==> src/sync_bridge_pkg.sv <==
// constants, types and state layout for the register sync bridge
package sync_bridge_pkg;

  // ==========================================================
  // register map (byte addresses)
  localparam logic [7:0] CTRL_OFF = 8'h00;
  localparam logic [7:0] STATUS_OFF = 8'h04;
  localparam logic [7:0] ONE_SHOT_READ_REQ_OFF = 8'h08;
  localparam logic [7:0] BUSY_OFF = 8'h0C;
  localparam logic [7:0] MODE_OFF = 8'h10;
  localparam logic [7:0] CORE_A_OFF = 8'h14;
  localparam logic [7:0] CORE_B_OFF = 8'h18;
  localparam logic [7:0] COUNT_OFF = 8'h1C;
  localparam logic [7:0] SCRATCH_OFF = 8'h20;

  // ==========================================================
  // field positions
  localparam int SOFT_RESET_BIT_BIT = 0;
  localparam int ENABLE_BIT = 1;
  localparam int PENDING_BIT = 0;
  localparam int ERROR_BIT = 1;
  localparam int READY_BIT = 2;
  localparam int CONT_BIT = 14;
  localparam int ONESHOT_BIT = 15;

  // per-register busy channels
  localparam int NCH = 5;
  localparam int CH_SOFT_RESET_BIT = 0;
  localparam int CH_EN = 1;
  localparam int CH_A = 2;
  localparam int CH_B = 3;
  localparam int CH_CNT = 4;

  // ==========================================================
  // timing: sync completes one cycle after this many core-clock edges
  localparam int SYNC_GENERIC_CORE_CLOCK_EDGES = 6;
  localparam logic [2:0] SYNC_LAST = 3'(SYNC_GENERIC_CORE_CLOCK_EDGES);

  localparam logic [1:0] RESP_OKAY = 2'h0;
  localparam logic [1:0] RESP_SLVERR = 2'h2;
  localparam logic [31:0] WORD_ZERO = 32'h00000000;

  typedef enum logic [2:0] {
    K_IDLE = 3'b000,
    K_SOFT_RESET_BIT = 3'b001,
    K_EN = 3'b010,
    K_A = 3'b011,
    K_B = 3'b100,
    K_CNT = 3'b101,
    K_ONE_SHOT_READ_REQ = 3'b110
  } sync_kind_e;

  typedef struct packed {
    logic [1:0] gsync;
    logic gprev;
    logic awready;
    logic wready;
    logic bvalid;
    logic [1:0] bresp;
    logic arready;
    logic rvalid;
    logic [31:0] rdata;
    logic [1:0] rresp;
    logic wpend;
    logic [7:0] waddr;
    logic [31:0] wdata;
    logic [3:0] wstrb;
    logic rpend;
    logic [7:0] raddr;
    logic soft_reset_bit;
    logic enable;
    logic [31:0] core_a;
    logic [31:0] core_b;
    logic [31:0] scratch;
    logic variant;
    logic [7:0] rr_addr;
    logic cont;
    logic snap_ok;
    logic pending;
    logic err;
    logic ready_flag;
    logic core_en;
    logic [31:0] core_a_q;
    logic [31:0] core_b_q;
    logic [31:0] counter;
    logic [31:0] snap;
    sync_kind_e kind;
    logic active;
    logic [2:0] cnt;
    logic [7:0] target;
    logic [NCH-1:0] busy;
    logic [NCH-1:0][2:0] pcnt;
  } bridge_state_s;

endpackage

==> src/sync_bridge.sv <==
// register synchronization bridge between bus clock and core clock
//
// Register access over AXI4-Lite and the register addresses were chosen for this implementation.
`timescale 1ns/1ns
module sync_bridge
  import sync_bridge_pkg::*;
(
  input wire logic aclk,
  input wire logic aresetn,
  input wire logic generic_core_clock,
  input wire logic [7:0] awaddr,
  input wire logic awvalid,
  output logic awready,
  input wire logic [31:0] wdata,
  input wire logic [3:0] wstrb,
  input wire logic wvalid,
  output logic wready,
  output logic [1:0] bresp,
  output logic bvalid,
  input wire logic bready,
  input wire logic [7:0] araddr,
  input wire logic arvalid,
  output logic arready,
  output logic [31:0] rdata,
  output logic [1:0] rresp,
  output logic rvalid,
  input wire logic rready,
  output logic core_enable,
  output logic [31:0] core_value_a,
  output logic [31:0] core_value_b
);

  bridge_state_s s_reg;
  bridge_state_s s_next;

  // ==========================================================
  // helpers
  function automatic logic [31:0] merge(input logic [31:0] old_v,
    input logic [31:0] new_v, input logic [3:0] strb);
    logic [31:0] r;
    r = old_v;
    for (int b = 0; b < 4; b++)
    begin
      if (strb[b])
      begin
        r[b*8 +: 8] = new_v[b*8 +: 8];
      end
    end
    return r;
  endfunction

  function automatic int chan_of(input sync_kind_e k);
    case (k)
      K_SOFT_RESET_BIT: return CH_SOFT_RESET_BIT;
      K_EN: return CH_EN;
      K_A: return CH_A;
      K_B: return CH_B;
      default: return CH_CNT;
    endcase
  endfunction

  function automatic logic is_core(input logic [7:0] a);
    return (a == CTRL_OFF) || (a == CORE_A_OFF) || (a == CORE_B_OFF);
  endfunction

  // ==========================================================
  // next state
  logic tick;
  logic eng_done;
  logic eng_claim;
  logic cont_run;
  logic blocked;
  logic do_write;
  logic set_ready;
  logic set_err;
  logic new_sr;
  logic new_en;
  logic [NCH-1:0] done;
  logic [31:0] rd_val;
  logic rd_hold;
  sync_kind_e wkind;
  int wch;

  always_comb
  begin
    s_next = s_reg;
    done = '0;
    set_ready = 1'b0;
    set_err = 1'b0;
    eng_claim = 1'b0;
    blocked = 1'b0;
    do_write = 1'b0;
    new_sr = 1'b0;
    new_en = 1'b0;
    rd_val = WORD_ZERO;
    rd_hold = 1'b0;
    wkind = K_IDLE;
    wch = CH_A;
    // core clock is only sampled; edges seen after the second flop
    tick = s_reg.gsync[1] & ~s_reg.gprev;
    s_next.gsync = {s_reg.gsync[0], generic_core_clock};
    s_next.gprev = s_reg.gsync[1];
    s_next.awready = 1'b0;
    s_next.wready = 1'b0;
    s_next.arready = 1'b0;
    if (s_reg.bvalid && bready)
    begin
      s_next.bvalid = 1'b0;
    end
    if (s_reg.rvalid && rready)
    begin
      s_next.rvalid = 1'b0;
    end
    // core-domain state advances only on core clock edges
    if (tick && s_reg.core_en)
    begin
      s_next.counter = s_reg.counter + 32'h00000001;
    end

    // ==========================================================
    // shared engine: a stopped core clock freezes it
    // held cycle after the last edge keeps the delay above its floor
    eng_done = s_reg.active && (s_reg.cnt == SYNC_LAST);
    if (s_reg.active && tick && (s_reg.cnt != SYNC_LAST))
    begin
      s_next.cnt = s_reg.cnt + 3'h1;
    end
    if (eng_done)
    begin
      s_next.active = 1'b0;
      s_next.pending = 1'b0;
      if (s_reg.kind == K_ONE_SHOT_READ_REQ)
      begin
        if (s_reg.rr_addr == COUNT_OFF)
        begin
          done[CH_CNT] = 1'b1;
          s_next.snap_ok = 1'b1;
        end
      end
      else
      begin
        done[chan_of(s_reg.kind)] = 1'b1;
      end
      // enable and reset completions never raise ready
      if (s_reg.kind == K_A || s_reg.kind == K_B)
      begin
        set_ready = 1'b1;
      end
    end
    // restart without touching the pending flag
    if (!s_reg.variant && s_reg.cont && !s_reg.active)
    begin
      s_next.active = 1'b1;
      s_next.kind = K_ONE_SHOT_READ_REQ;
      s_next.cnt = 3'h0;
    end

    // ==========================================================
    // per-register engines run side by side
    for (int i = 0; i < NCH; i++)
    begin
      if (s_reg.busy[i] && (s_reg.pcnt[i] == SYNC_LAST))
      begin
        s_next.busy[i] = 1'b0;
        done[i] = 1'b1;
      end
      else if (s_reg.busy[i] && tick)
      begin
        s_next.pcnt[i] = s_reg.pcnt[i] + 3'h1;
      end
    end
    if (s_reg.variant && !s_reg.busy[CH_CNT] && (s_reg.counter != s_reg.snap))
    begin
      s_next.busy[CH_CNT] = 1'b1;
      s_next.pcnt[CH_CNT] = 3'h0;
    end
    if (s_reg.variant && (|s_reg.busy) && (s_next.busy == '0)
        && !done[CH_SOFT_RESET_BIT] && !done[CH_EN])
    begin
      set_ready = 1'b1;
    end

    // ==========================================================
    // completion effects in the core domain
    if (done[CH_EN])
    begin
      s_next.core_en = s_reg.enable;
    end
    if (done[CH_A])
    begin
      s_next.core_a_q = s_reg.core_a;
    end
    if (done[CH_B])
    begin
      s_next.core_b_q = s_reg.core_b;
    end
    if (done[CH_CNT])
    begin
      s_next.snap = s_reg.counter;
    end
    if (done[CH_SOFT_RESET_BIT])
    begin
      s_next.soft_reset_bit = 1'b0;
      s_next.enable = 1'b0;
      s_next.core_en = 1'b0;
      s_next.core_a = WORD_ZERO;
      s_next.core_b = WORD_ZERO;
      s_next.core_a_q = WORD_ZERO;
      s_next.core_b_q = WORD_ZERO;
      s_next.counter = WORD_ZERO;
      s_next.cont = 1'b0;
    end

    // ==========================================================
    // bus acceptance: one write and one read in flight
    if (awvalid && wvalid && !s_reg.wpend && !s_reg.bvalid
        && !s_reg.awready)
    begin
      s_next.awready = 1'b1;
      s_next.wready = 1'b1;
      s_next.wpend = 1'b1;
      s_next.waddr = {awaddr[7:2], 2'b00};
      s_next.wdata = wdata;
      s_next.wstrb = wstrb;
    end
    if (arvalid && !s_reg.rpend && !s_reg.rvalid && !s_reg.arready)
    begin
      s_next.arready = 1'b1;
      s_next.rpend = 1'b1;
      s_next.raddr = {araddr[7:2], 2'b00};
    end

    // ==========================================================
    // write execution
    if (s_reg.wpend && !s_reg.bvalid)
    begin
      cont_run = s_reg.active && s_reg.kind == K_ONE_SHOT_READ_REQ && s_reg.cont;
      if (!s_reg.variant && s_reg.active && !cont_run)
      begin
        blocked = is_core(s_reg.waddr) || (s_reg.waddr == ONE_SHOT_READ_REQ_OFF)
          || s_reg.kind == K_EN || s_reg.kind == K_SOFT_RESET_BIT;
      end
      do_write = !blocked;
    end
    else
    begin
      cont_run = 1'b0;
    end
    if (do_write)
    begin
      s_next.wpend = 1'b0;
      s_next.bvalid = 1'b1;
      s_next.bresp = RESP_OKAY;
      if (!s_reg.variant && is_core(s_reg.waddr))
      begin
        s_next.cont = 1'b0;
      end
      case (s_reg.waddr)
        CTRL_OFF:
        begin
          new_sr = s_reg.wstrb[0] & s_reg.wdata[SOFT_RESET_BIT_BIT];
          new_en = s_reg.wstrb[0] ? s_reg.wdata[ENABLE_BIT] : s_reg.enable;
          if (s_reg.variant)
          begin
            if ((new_sr && s_reg.busy[CH_SOFT_RESET_BIT])
                || (new_en != s_reg.enable && s_reg.busy[CH_EN]))
            begin
              set_err = 1'b1;
              s_next.bresp = RESP_SLVERR;
            end
            else
            begin
              if (new_sr)
              begin
                s_next.soft_reset_bit = 1'b1;
                s_next.busy[CH_SOFT_RESET_BIT] = 1'b1;
                s_next.pcnt[CH_SOFT_RESET_BIT] = 3'h0;
              end
              if (new_en != s_reg.enable)
              begin
                s_next.enable = new_en;
                s_next.busy[CH_EN] = 1'b1;
                s_next.pcnt[CH_EN] = 3'h0;
              end
            end
          end
          else
          begin
            s_next.enable = new_en;
            // writing zero to the reset bit leaves it alone
            if (new_sr)
            begin
              s_next.soft_reset_bit = 1'b1;
            end
            wkind = new_sr ? K_SOFT_RESET_BIT : K_EN;
          end
        end
        CORE_A_OFF, CORE_B_OFF:
        begin
          wch = (s_reg.waddr == CORE_A_OFF) ? CH_A : CH_B;
          if (s_reg.variant && s_reg.busy[wch])
          begin
            set_err = 1'b1;
            s_next.bresp = RESP_SLVERR;
          end
          else
          begin
            if (wch == CH_A)
            begin
              s_next.core_a = merge(s_reg.core_a, s_reg.wdata, s_reg.wstrb);
            end
            else
            begin
              s_next.core_b = merge(s_reg.core_b, s_reg.wdata, s_reg.wstrb);
            end
            if (s_reg.variant)
            begin
              s_next.busy[wch] = 1'b1;
              s_next.pcnt[wch] = 3'h0;
            end
            else
            begin
              wkind = (wch == CH_A) ? K_A : K_B;
            end
          end
        end
        STATUS_OFF:
        begin
          if (s_reg.wstrb[0])
          begin
            s_next.err = s_reg.err & ~s_reg.wdata[ERROR_BIT];
            s_next.ready_flag = s_reg.ready_flag & ~s_reg.wdata[READY_BIT];
          end
        end
        ONE_SHOT_READ_REQ_OFF:
        begin
          s_next.rr_addr = s_reg.wdata[7:0];
          s_next.cont = s_reg.wdata[CONT_BIT] & ~s_reg.variant;
          if (!s_reg.variant
              && (s_reg.wdata[ONESHOT_BIT] || s_reg.wdata[CONT_BIT]))
          begin
            wkind = K_ONE_SHOT_READ_REQ;
            s_next.snap_ok = 1'b0;
          end
        end
        MODE_OFF:
        begin
          s_next.variant = s_reg.wdata[0];
        end
        SCRATCH_OFF:
        begin
          s_next.scratch = merge(s_reg.scratch, s_reg.wdata, s_reg.wstrb);
        end
        BUSY_OFF, COUNT_OFF:
        begin
          s_next.bresp = RESP_OKAY;
        end
        default:
        begin
          s_next.bresp = RESP_SLVERR;
        end
      endcase
      if (wkind != K_IDLE)
      begin
        eng_claim = 1'b1;
        s_next.active = 1'b1;
        s_next.kind = wkind;
        s_next.cnt = 3'h0;
        s_next.target = s_reg.waddr;
        s_next.pending = 1'b1;
      end
    end

    // ==========================================================
    // read execution
    if (s_reg.rpend && !s_reg.rvalid)
    begin
      case (s_reg.raddr)
        CTRL_OFF: rd_val = {30'h00000000, s_reg.enable, s_reg.soft_reset_bit};
        STATUS_OFF: rd_val = {29'h00000000, s_reg.ready_flag, s_reg.err,
          (s_reg.variant ? (|s_reg.busy) : s_reg.pending)};
        ONE_SHOT_READ_REQ_OFF: rd_val = {16'h0000, 1'b0, s_reg.cont, 6'h00,
          s_reg.rr_addr};
        BUSY_OFF: rd_val = {27'h0000000, s_reg.busy};
        MODE_OFF: rd_val = {31'h00000000, s_reg.variant};
        CORE_A_OFF: rd_val = s_reg.core_a;
        CORE_B_OFF: rd_val = s_reg.core_b;
        COUNT_OFF: rd_val = s_reg.snap;
        SCRATCH_OFF: rd_val = s_reg.scratch;
        default: rd_val = WORD_ZERO;
      endcase
      if (!s_reg.variant && s_reg.raddr == COUNT_OFF && !s_reg.snap_ok)
      begin
        if (eng_done && s_reg.kind == K_CNT)
        begin
          rd_val = s_reg.counter;
        end
        else
        begin
          // a pending sync first, then a sync of its own
          rd_hold = 1'b1;
          if (!s_reg.active && !eng_claim)
          begin
            s_next.active = 1'b1;
            s_next.kind = K_CNT;
            s_next.cnt = 3'h0;
            s_next.target = COUNT_OFF;
          end
        end
      end
      // control reads back at once during enable and reset syncs
      else if (!s_reg.variant && s_reg.active
               && (s_reg.kind == K_A || s_reg.kind == K_B)
               && s_reg.raddr == s_reg.target)
      begin
        rd_hold = 1'b1;
      end
      if (!rd_hold)
      begin
        s_next.rpend = 1'b0;
        s_next.rvalid = 1'b1;
        s_next.rdata = rd_val;
        s_next.rresp = (s_reg.raddr > SCRATCH_OFF) ? RESP_SLVERR
          : RESP_OKAY;
      end
    end

    // hardware set wins over a same-cycle software clear
    if (set_ready)
    begin
      s_next.ready_flag = 1'b1;
    end
    if (set_err)
    begin
      s_next.err = 1'b1;
    end
  end

  // ==========================================================
  // state register
  always_ff @(posedge aclk)
  begin
    if (!aresetn)
    begin
      s_reg <= '0;
    end
    else
    begin
      s_reg <= s_next;
    end
  end

  assign awready = s_reg.awready;
  assign wready = s_reg.wready;
  assign bvalid = s_reg.bvalid;
  assign bresp = s_reg.bresp;
  assign arready = s_reg.arready;
  assign rvalid = s_reg.rvalid;
  assign rdata = s_reg.rdata;
  assign rresp = s_reg.rresp;
  assign core_enable = s_reg.core_en;
  assign core_value_a = s_reg.core_a_q;
  assign core_value_b = s_reg.core_b_q;

endmodule

==> config.mk <==
export PLATFORM = sky130hd
export DESIGN_NAME = sync_bridge
export DESIGN_NICKNAME = d
export VERILOG_FILES = /design/src/sync_bridge_pkg.sv /design/src/sync_bridge.sv
export SDC_FILE = /design/constraint.sdc
export NUM_CORES = 1
export LEC_CHECK = 0
export ABC_AREA = 0
export BUFFER_PORTS_ARGS = -buffer_cell sky130_fd_sc_hd__buf_2
export CELL_PAD_IN_SITES_DETAIL_PLACEMENT = 2
export CELL_PAD_IN_SITES_GLOBAL_PLACEMENT = 2
export CORE_ASPECT_RATIO = 1.75
export CORE_UTILIZATION = 30
export CTS_BUF_LIST = sky130_fd_sc_hd__clkbuf_16
export CTS_CLUSTER_DIAMETER = 80
export CTS_CLUSTER_SIZE = 28
export DETAILED_ROUTE_END_ITERATION = 12
export GPL_TIMING_DRIVEN = 1
export PLACE_DENSITY = 0.72
export SLEW_MARGIN = 20
export SYNTH_ARGS = -nofsm -noshare
export SYNTH_HDL_FRONTEND = slang
export SYNTH_SLANG_ARGS = --single-unit
==> constraint.sdc <==
create_clock -name aclk -period 2.7 [get_ports aclk]
set_input_delay 0.54 -clock aclk [delete_from_list [all_inputs] [get_ports aclk]]
set_output_delay 0.54 -clock aclk [all_outputs]
set_load 0.1 [all_outputs]
; ---- Yosys cells after proc, flatten, opt, wreduce, memory -nomap -nowiden
; Index checks and enable logic that the tools add are counted.
[word_totals]
out_inout_bits = 106
word_cells = 358
regBits = 370
in_bits = 60
[op_classes]
order_cmp = 5
bitwise = 14
n_reduce_logical = 98
n_mux = 140
n_eq_ne = 42
addsub = 7
[op_table]
columns = op, count
row1 = one-hot mux 32 bit (9 select lines), 1
row2 = two-way mux 32 bit, 7
row3 = two-way mux 64 bit, 2
row4 = two-way mux 112 bit, 1
row5 = two-way mux 35 bit, 3
row6 = two-way mux 15 bit, 5
row7 = two-way mux 3 bit, 22
row8 = two-way mux 66 bit, 1
row9 = two-way mux 8 bit, 8
row10 = two-way mux 1 bit, 55
row11 = logical AND 1 bit, 50
row12 = "equality test 6 x 3 -> 1 bit, second input constant", 8
row13 = two-way mux 20 bit, 2
row14 = "!= test 5 bit, second input constant", 8
row15 = "adder 32 x 1 -> 32 bit, second input constant", 1
row16 = ">= comparator 32 x 1 -> 1 bit, second input constant", 1
row17 = "less-than comparator 32 x 5 -> 1 bit, second input constant", 1
row18 = != test 32 bit, 1
row19 = two-way mux 2 bit, 15
row20 = "equality test 3 bit, second input constant", 9
row21 = "equality test 6 x 2 -> 1 bit, second input constant", 4
row22 = "adder 3 x 1 -> 3 bit, second input constant", 6
row23 = two-way mux 9 bit, 2
row24 = AND reduction 3 bit, 6
row25 = 41 further kinds, 87

; ---- Logic depth before layout (Yosys ltp)
[depth]
word_depth = 20
mapped_depth = 10
ltp_nobuf = 8

; ---- Least setup slack after synthesis
; OpenSTA, ideal clock, no wires.
[synth_path]
path_type = flip-flop to flip-flop
from = reg s_reg, in the netlist core_enable
to = reg s_reg[89] (netlist bit)
period_less_slack_ps = 2453
t_arrival_ps = 2325
setup_time_ps = 128
path_stages_with_launch = 8
required_time_ps = 2572
n_path_buf = 1
setup_slack_ps = 247
path_cell_list = dfxtp_1 and3b_1 buf_2 and3_1 nor3b_1 nand4_1 xor2_1 nor2_1
[synth_via]
elab_chain_len = 1
[synth_lines]
columns = item, line_no
row1 = start: declaration, sync_bridge.sv:33  ; bridge_state_s s_reg;
row2 = start signal: assignment, sync_bridge.sv:449  ; s_reg <= s_next;
row3 = logical AND 1 bit, sync_bridge.sv:115  ; if (tick && s_reg.core_en)
; Every way passes these cells.
; A chain may end at the register's enable or synchronous reset.

; ---- Worst setup path after layout
[layout_path]
from = reg s_reg[28] (netlist bit)
to = reg s_reg, in the netlist rdata[21]
[layout_via]
elab_chain_len = 8
elab_cells_between_ends = 10
cone_classes = eq/ne: 1 / mux: 5 / bitwise: 1 / reduce/logical: 3
[layout_lines]
columns = item, line_no
row1 = equality test 3 bit *, sync_bridge.sv:123  ; eng_done = s_reg.active && (s_reg.cnt == SYNC_LAST);
row2 = logical AND 1 bit *, sync_bridge.sv:123
row3 = logical AND 1 bit *, sync_bridge.sv:394  ; if (eng_done && s_reg.kind == K_CNT)
row4 = two-way mux 1 bit, sync_bridge.sv:394
row5 = two-way mux 1 bit, sync_bridge.sv:392  ; if (!s_reg.variant && s_reg.raddr == COUNT_OFF && !s_reg.snap_ok)
row6 = two-way mux 1 bit, sync_bridge.sv:376  ; if (s_reg.rpend && !s_reg.rvalid)
row7 = inverter 1 bit (no line), -
row8 = AND reduction 2 bit (no line), -
; Every way passes the cells marked *; elsewhere a longest branch is shown, timed or not. The select of a mux whose other input is x is not followed.

==> results summary <==
The remaining design rule violation count is 0. The maximum resistive drop on vdd is 412 uV. The number of inserted diodes is 0.

Detailed placement ended at an HPWL of 47300 um. From synthesis to final layout, the design area changed by 9.36%. The warning count from the yosys run is 0. The worst hold path belongs to the class input port to flip-flop. The ratio of routed vias to standard cells is 5.33.

The clock latency of the later-clocked register in the worst-skew pair is 0.59 ns. The flop and latch count out of synthesis came out at 367. Setup repair after global routing left no endpoint under its margin.

The first-iteration detailed-routing DRC count is 623. The overall power came out at 10.3 mW. The worst setup path is captured at a flip-flop.

The routing usage on met3 is 0.0208. The cell leakage power came out at 6.38 nW. The met2 capacity usage during global routing came out at 0.470. The commonest cells after synthesis are sky130_fd_sc_hd__dfxtp_1 (367), sky130_fd_sc_hd__nand2_1 (304), sky130_fd_sc_hd__a21oi_1 (217). The end-of-flow core utilization is 0.332. The setup-violating endpoint count in the final report came out at 0. The cell area after technology mapping came out at 16200 um2. The total routing usage reported by global routing came out at 0.223. The relative slew slack is 0.463. The share of async-settable or async-resettable flops after synthesis came out at 0.

The biggest fanout along the worst timing path is 68. Once placement completed, the tool counted placed cells totaling 2565. The run finished with clean final reports. Timing would allow up to 0.400 GHz.

The most common flop cell mapped by yosys is sky130_fd_sc_hd__dfxtp_1. The initialized floorplan defines 112 standard-cell rows. The smallest setup slack after layout came out at 0.197 ns. The average wire per standard cell is 23.7 um.

On the final layout, the worst clock skew is 0.0542 ns. The count of clock tree sinks came out at 367. The number of hold buffers added after CTS was 0.

Of the available clock period, the critical path in the final layout requires 0.927. The total wire length came out at 61400 um. The H-tree depth is 1. The number of inserted filler cells in the final layout came out at 6177. The ratio of total power to cell area came out at 584 nW/um2.

In this run the most used layer during global routing was met2. The die extent in y is 309 um. The final instance count without filler cells came out at 2589.

The global-route track usage on met1 came out at 0.201. The placement-stage cell area came out at 17200 um2. The worst setup path is launched from a flip-flop. The total overflow left after global routing is 0. The core area is 53300 um2. The number of buffers between clock root and the deepest sink came out at 3.

The worst setup path is of the flip-flop to flip-flop kind. By area the synthesized netlist is led by sky130_fd_sc_hd__dfxtp_1 (45%), sky130_fd_sc_hd__nand2_1 (7.1%), sky130_fd_sc_hd__a21oi_1 (6.7%), sky130_fd_sc_hd__buf_4 (4.9%), sky130_fd_sc_hd__mux2i_1 (3.4%). The max-slew violation total from the final report is 0. The share of the synthesized area in the top cell type is 0.454.

The first global-routing pass estimated 91500 um of wire. The layout net count is 1974. The TritonCTS clock tree is yes. The die covers 54900 um2. The part of the Yosys area used for sequential elements is 0.454. The number of buffers added by the clock tree synthesis step is 18. Among all cell types in the netlist, the one instantiated most often is sky130_fd_sc_hd__dfxtp_1. In the final layout, the share of cells above drive strength 1 is 0.148. The number of gates resized after CTS came out at 0. For this run, the detailed router's first-pass iteration total came to 4. The mean area per synthesized cell is 8.53 um2. The flip-flop count of the largest register, all copies and words added is 262. The library cell used as clock root buffer is sky130_fd_sc_hd__clkbuf_16. The routed layout has 13788 vias. During I/O placement, the number of pins put on the boundary was 166. Synthesis handed over a netlist of 1897 instances. Entering global routing, the biggest net connects 69 pins.

The critical path data arrival time came out at 2.98 ns. The initial cell density of the core came out at 0.304. The final instance area is 17700 um2. The data required time of the critical path is 3.17 ns. The number of buffers inserted to repair setup after CTS is 0. Routability-driven placement finished with a final weighted congestion of 0.874.

From left edge to right edge, the die measures 178 um. Before CTS, the worst setup slack after placement is 0.179 ns. The initial antenna violation count is 0. The number of enable-type register cells in the synthesized netlist came out at 0. The via count of the first global-routing pass is 15125. The detail route stage leaves a number of antenna-violating nets equal to 0.

At the pin with the least slew margin, the transition time is 0.806 ns. The final total negative setup slack came out at 0 ns. Across the run, the number of max-cap violations was 0. After synthesis, the netlist uses 74 different library cells. Of all cell types, the one taking the most synthesized area is sky130_fd_sc_hd__dfxtp_1. The final-report hold violation count came out at 0. The clock edge transition at the registers on the reported setup and hold paths is 0.10 ns. Input and output buffers added on the ports amount to 159. The smallest hold slack is 0.200 ns. The time the worst path needs with I/O delays and setup is 2.50 ns.
area by class of cell:
type,count,area [um2],share of cell area
repair buffers,231,1480,0.0835
multi-input cells,1266,7420,0.419
clock inverters,6,81.3,0.00460
inverters,17,65.1,0.00368
well taps,684,856,0.0484
flip-flops and latches,367,7350,0.415
clock buffers,18,450,0.0255
worst paths after layout:
kind / from / slack [ns] / to / depth (start not counted)
min: generic_core_clock / 0.20 / s_next[373] / 2
max reg2reg: s_reg[28] / 0.20 / rdata[21] / 9
max: s_reg[28] / 0.20 / rdata[21] / 9
min reg2reg: s_next[373] / 0.44 / s_next[371] / 1
cells in the final DEF, fill, tap and decap left out, drive strengths merged, types with 5 or more instances in the layout:
cell / instances
a22oi: 62
a22o: 43
nor2: 129
buf: 231
nand3: 56
and2: 26
or3: 7
nand4: 19
clkbuf: 18
nor3: 18
and4: 9
nor2b: 6
a21oi: 217
nor4: 9
dfxtp: 367
a32o: 25
xor2: 30
and3: 9
ha: 13
nor4b: 6
xnor2: 50
nand2b: 11
inv: 18
mux2i: 55
nand2: 304
a31oi: 14
a211oi: 9
o21ai: 80
o22ai: 5
cells by family after synthesis:
family	Yosys count	synth area share
AND/OR/NAND/NOR	621	0.174
AO/OA/AOI/OAI	494	0.194
flip-flops	367	0.454
buffers and inverters	265	0.0895
XOR/XNOR	80	0.0433
multiplexers	56	0.0347
adder cells (fa/ha/maj)	13	0.0101
other	1	0.000232
layer usage:
| metal | share of wire | vias up |
|---|---|---|
| met5 | 0 | - |
| met4 | 0.053 | 0 |
| met3 | 0.024 | 120 |
| met2 | 0.59 | 225 |
| met1 | 0.33 | 6984 |
| li1 | - | 6459 |
power by group:
part	total, mW	switching (mW)	internal, mW
logic	1.42	1.11	0.305
registers	5.68	0.140	5.54
clock network	3.24	1.97	1.27
worst max-delay path, cell delays in order, from the launching register on:
cell and delay [ns]:
sky130_fd_sc_hd__dfxtp_1 0.33, sky130_fd_sc_hd__inv_1 0.11, sky130_fd_sc_hd__ha_1 0.25, sky130_fd_sc_hd__and4b_1 0.36, sky130_fd_sc_hd__and4_1 0.38, sky130_fd_sc_hd__nor2_1 0.11
sky130_fd_sc_hd__a211oi_4 0.28, sky130_fd_sc_hd__buf_12 0.29, sky130_fd_sc_hd__o21ai_0 0.13, sky130_fd_sc_hd__a21oi_1 0.16
(Power assumes the default switching activity.)
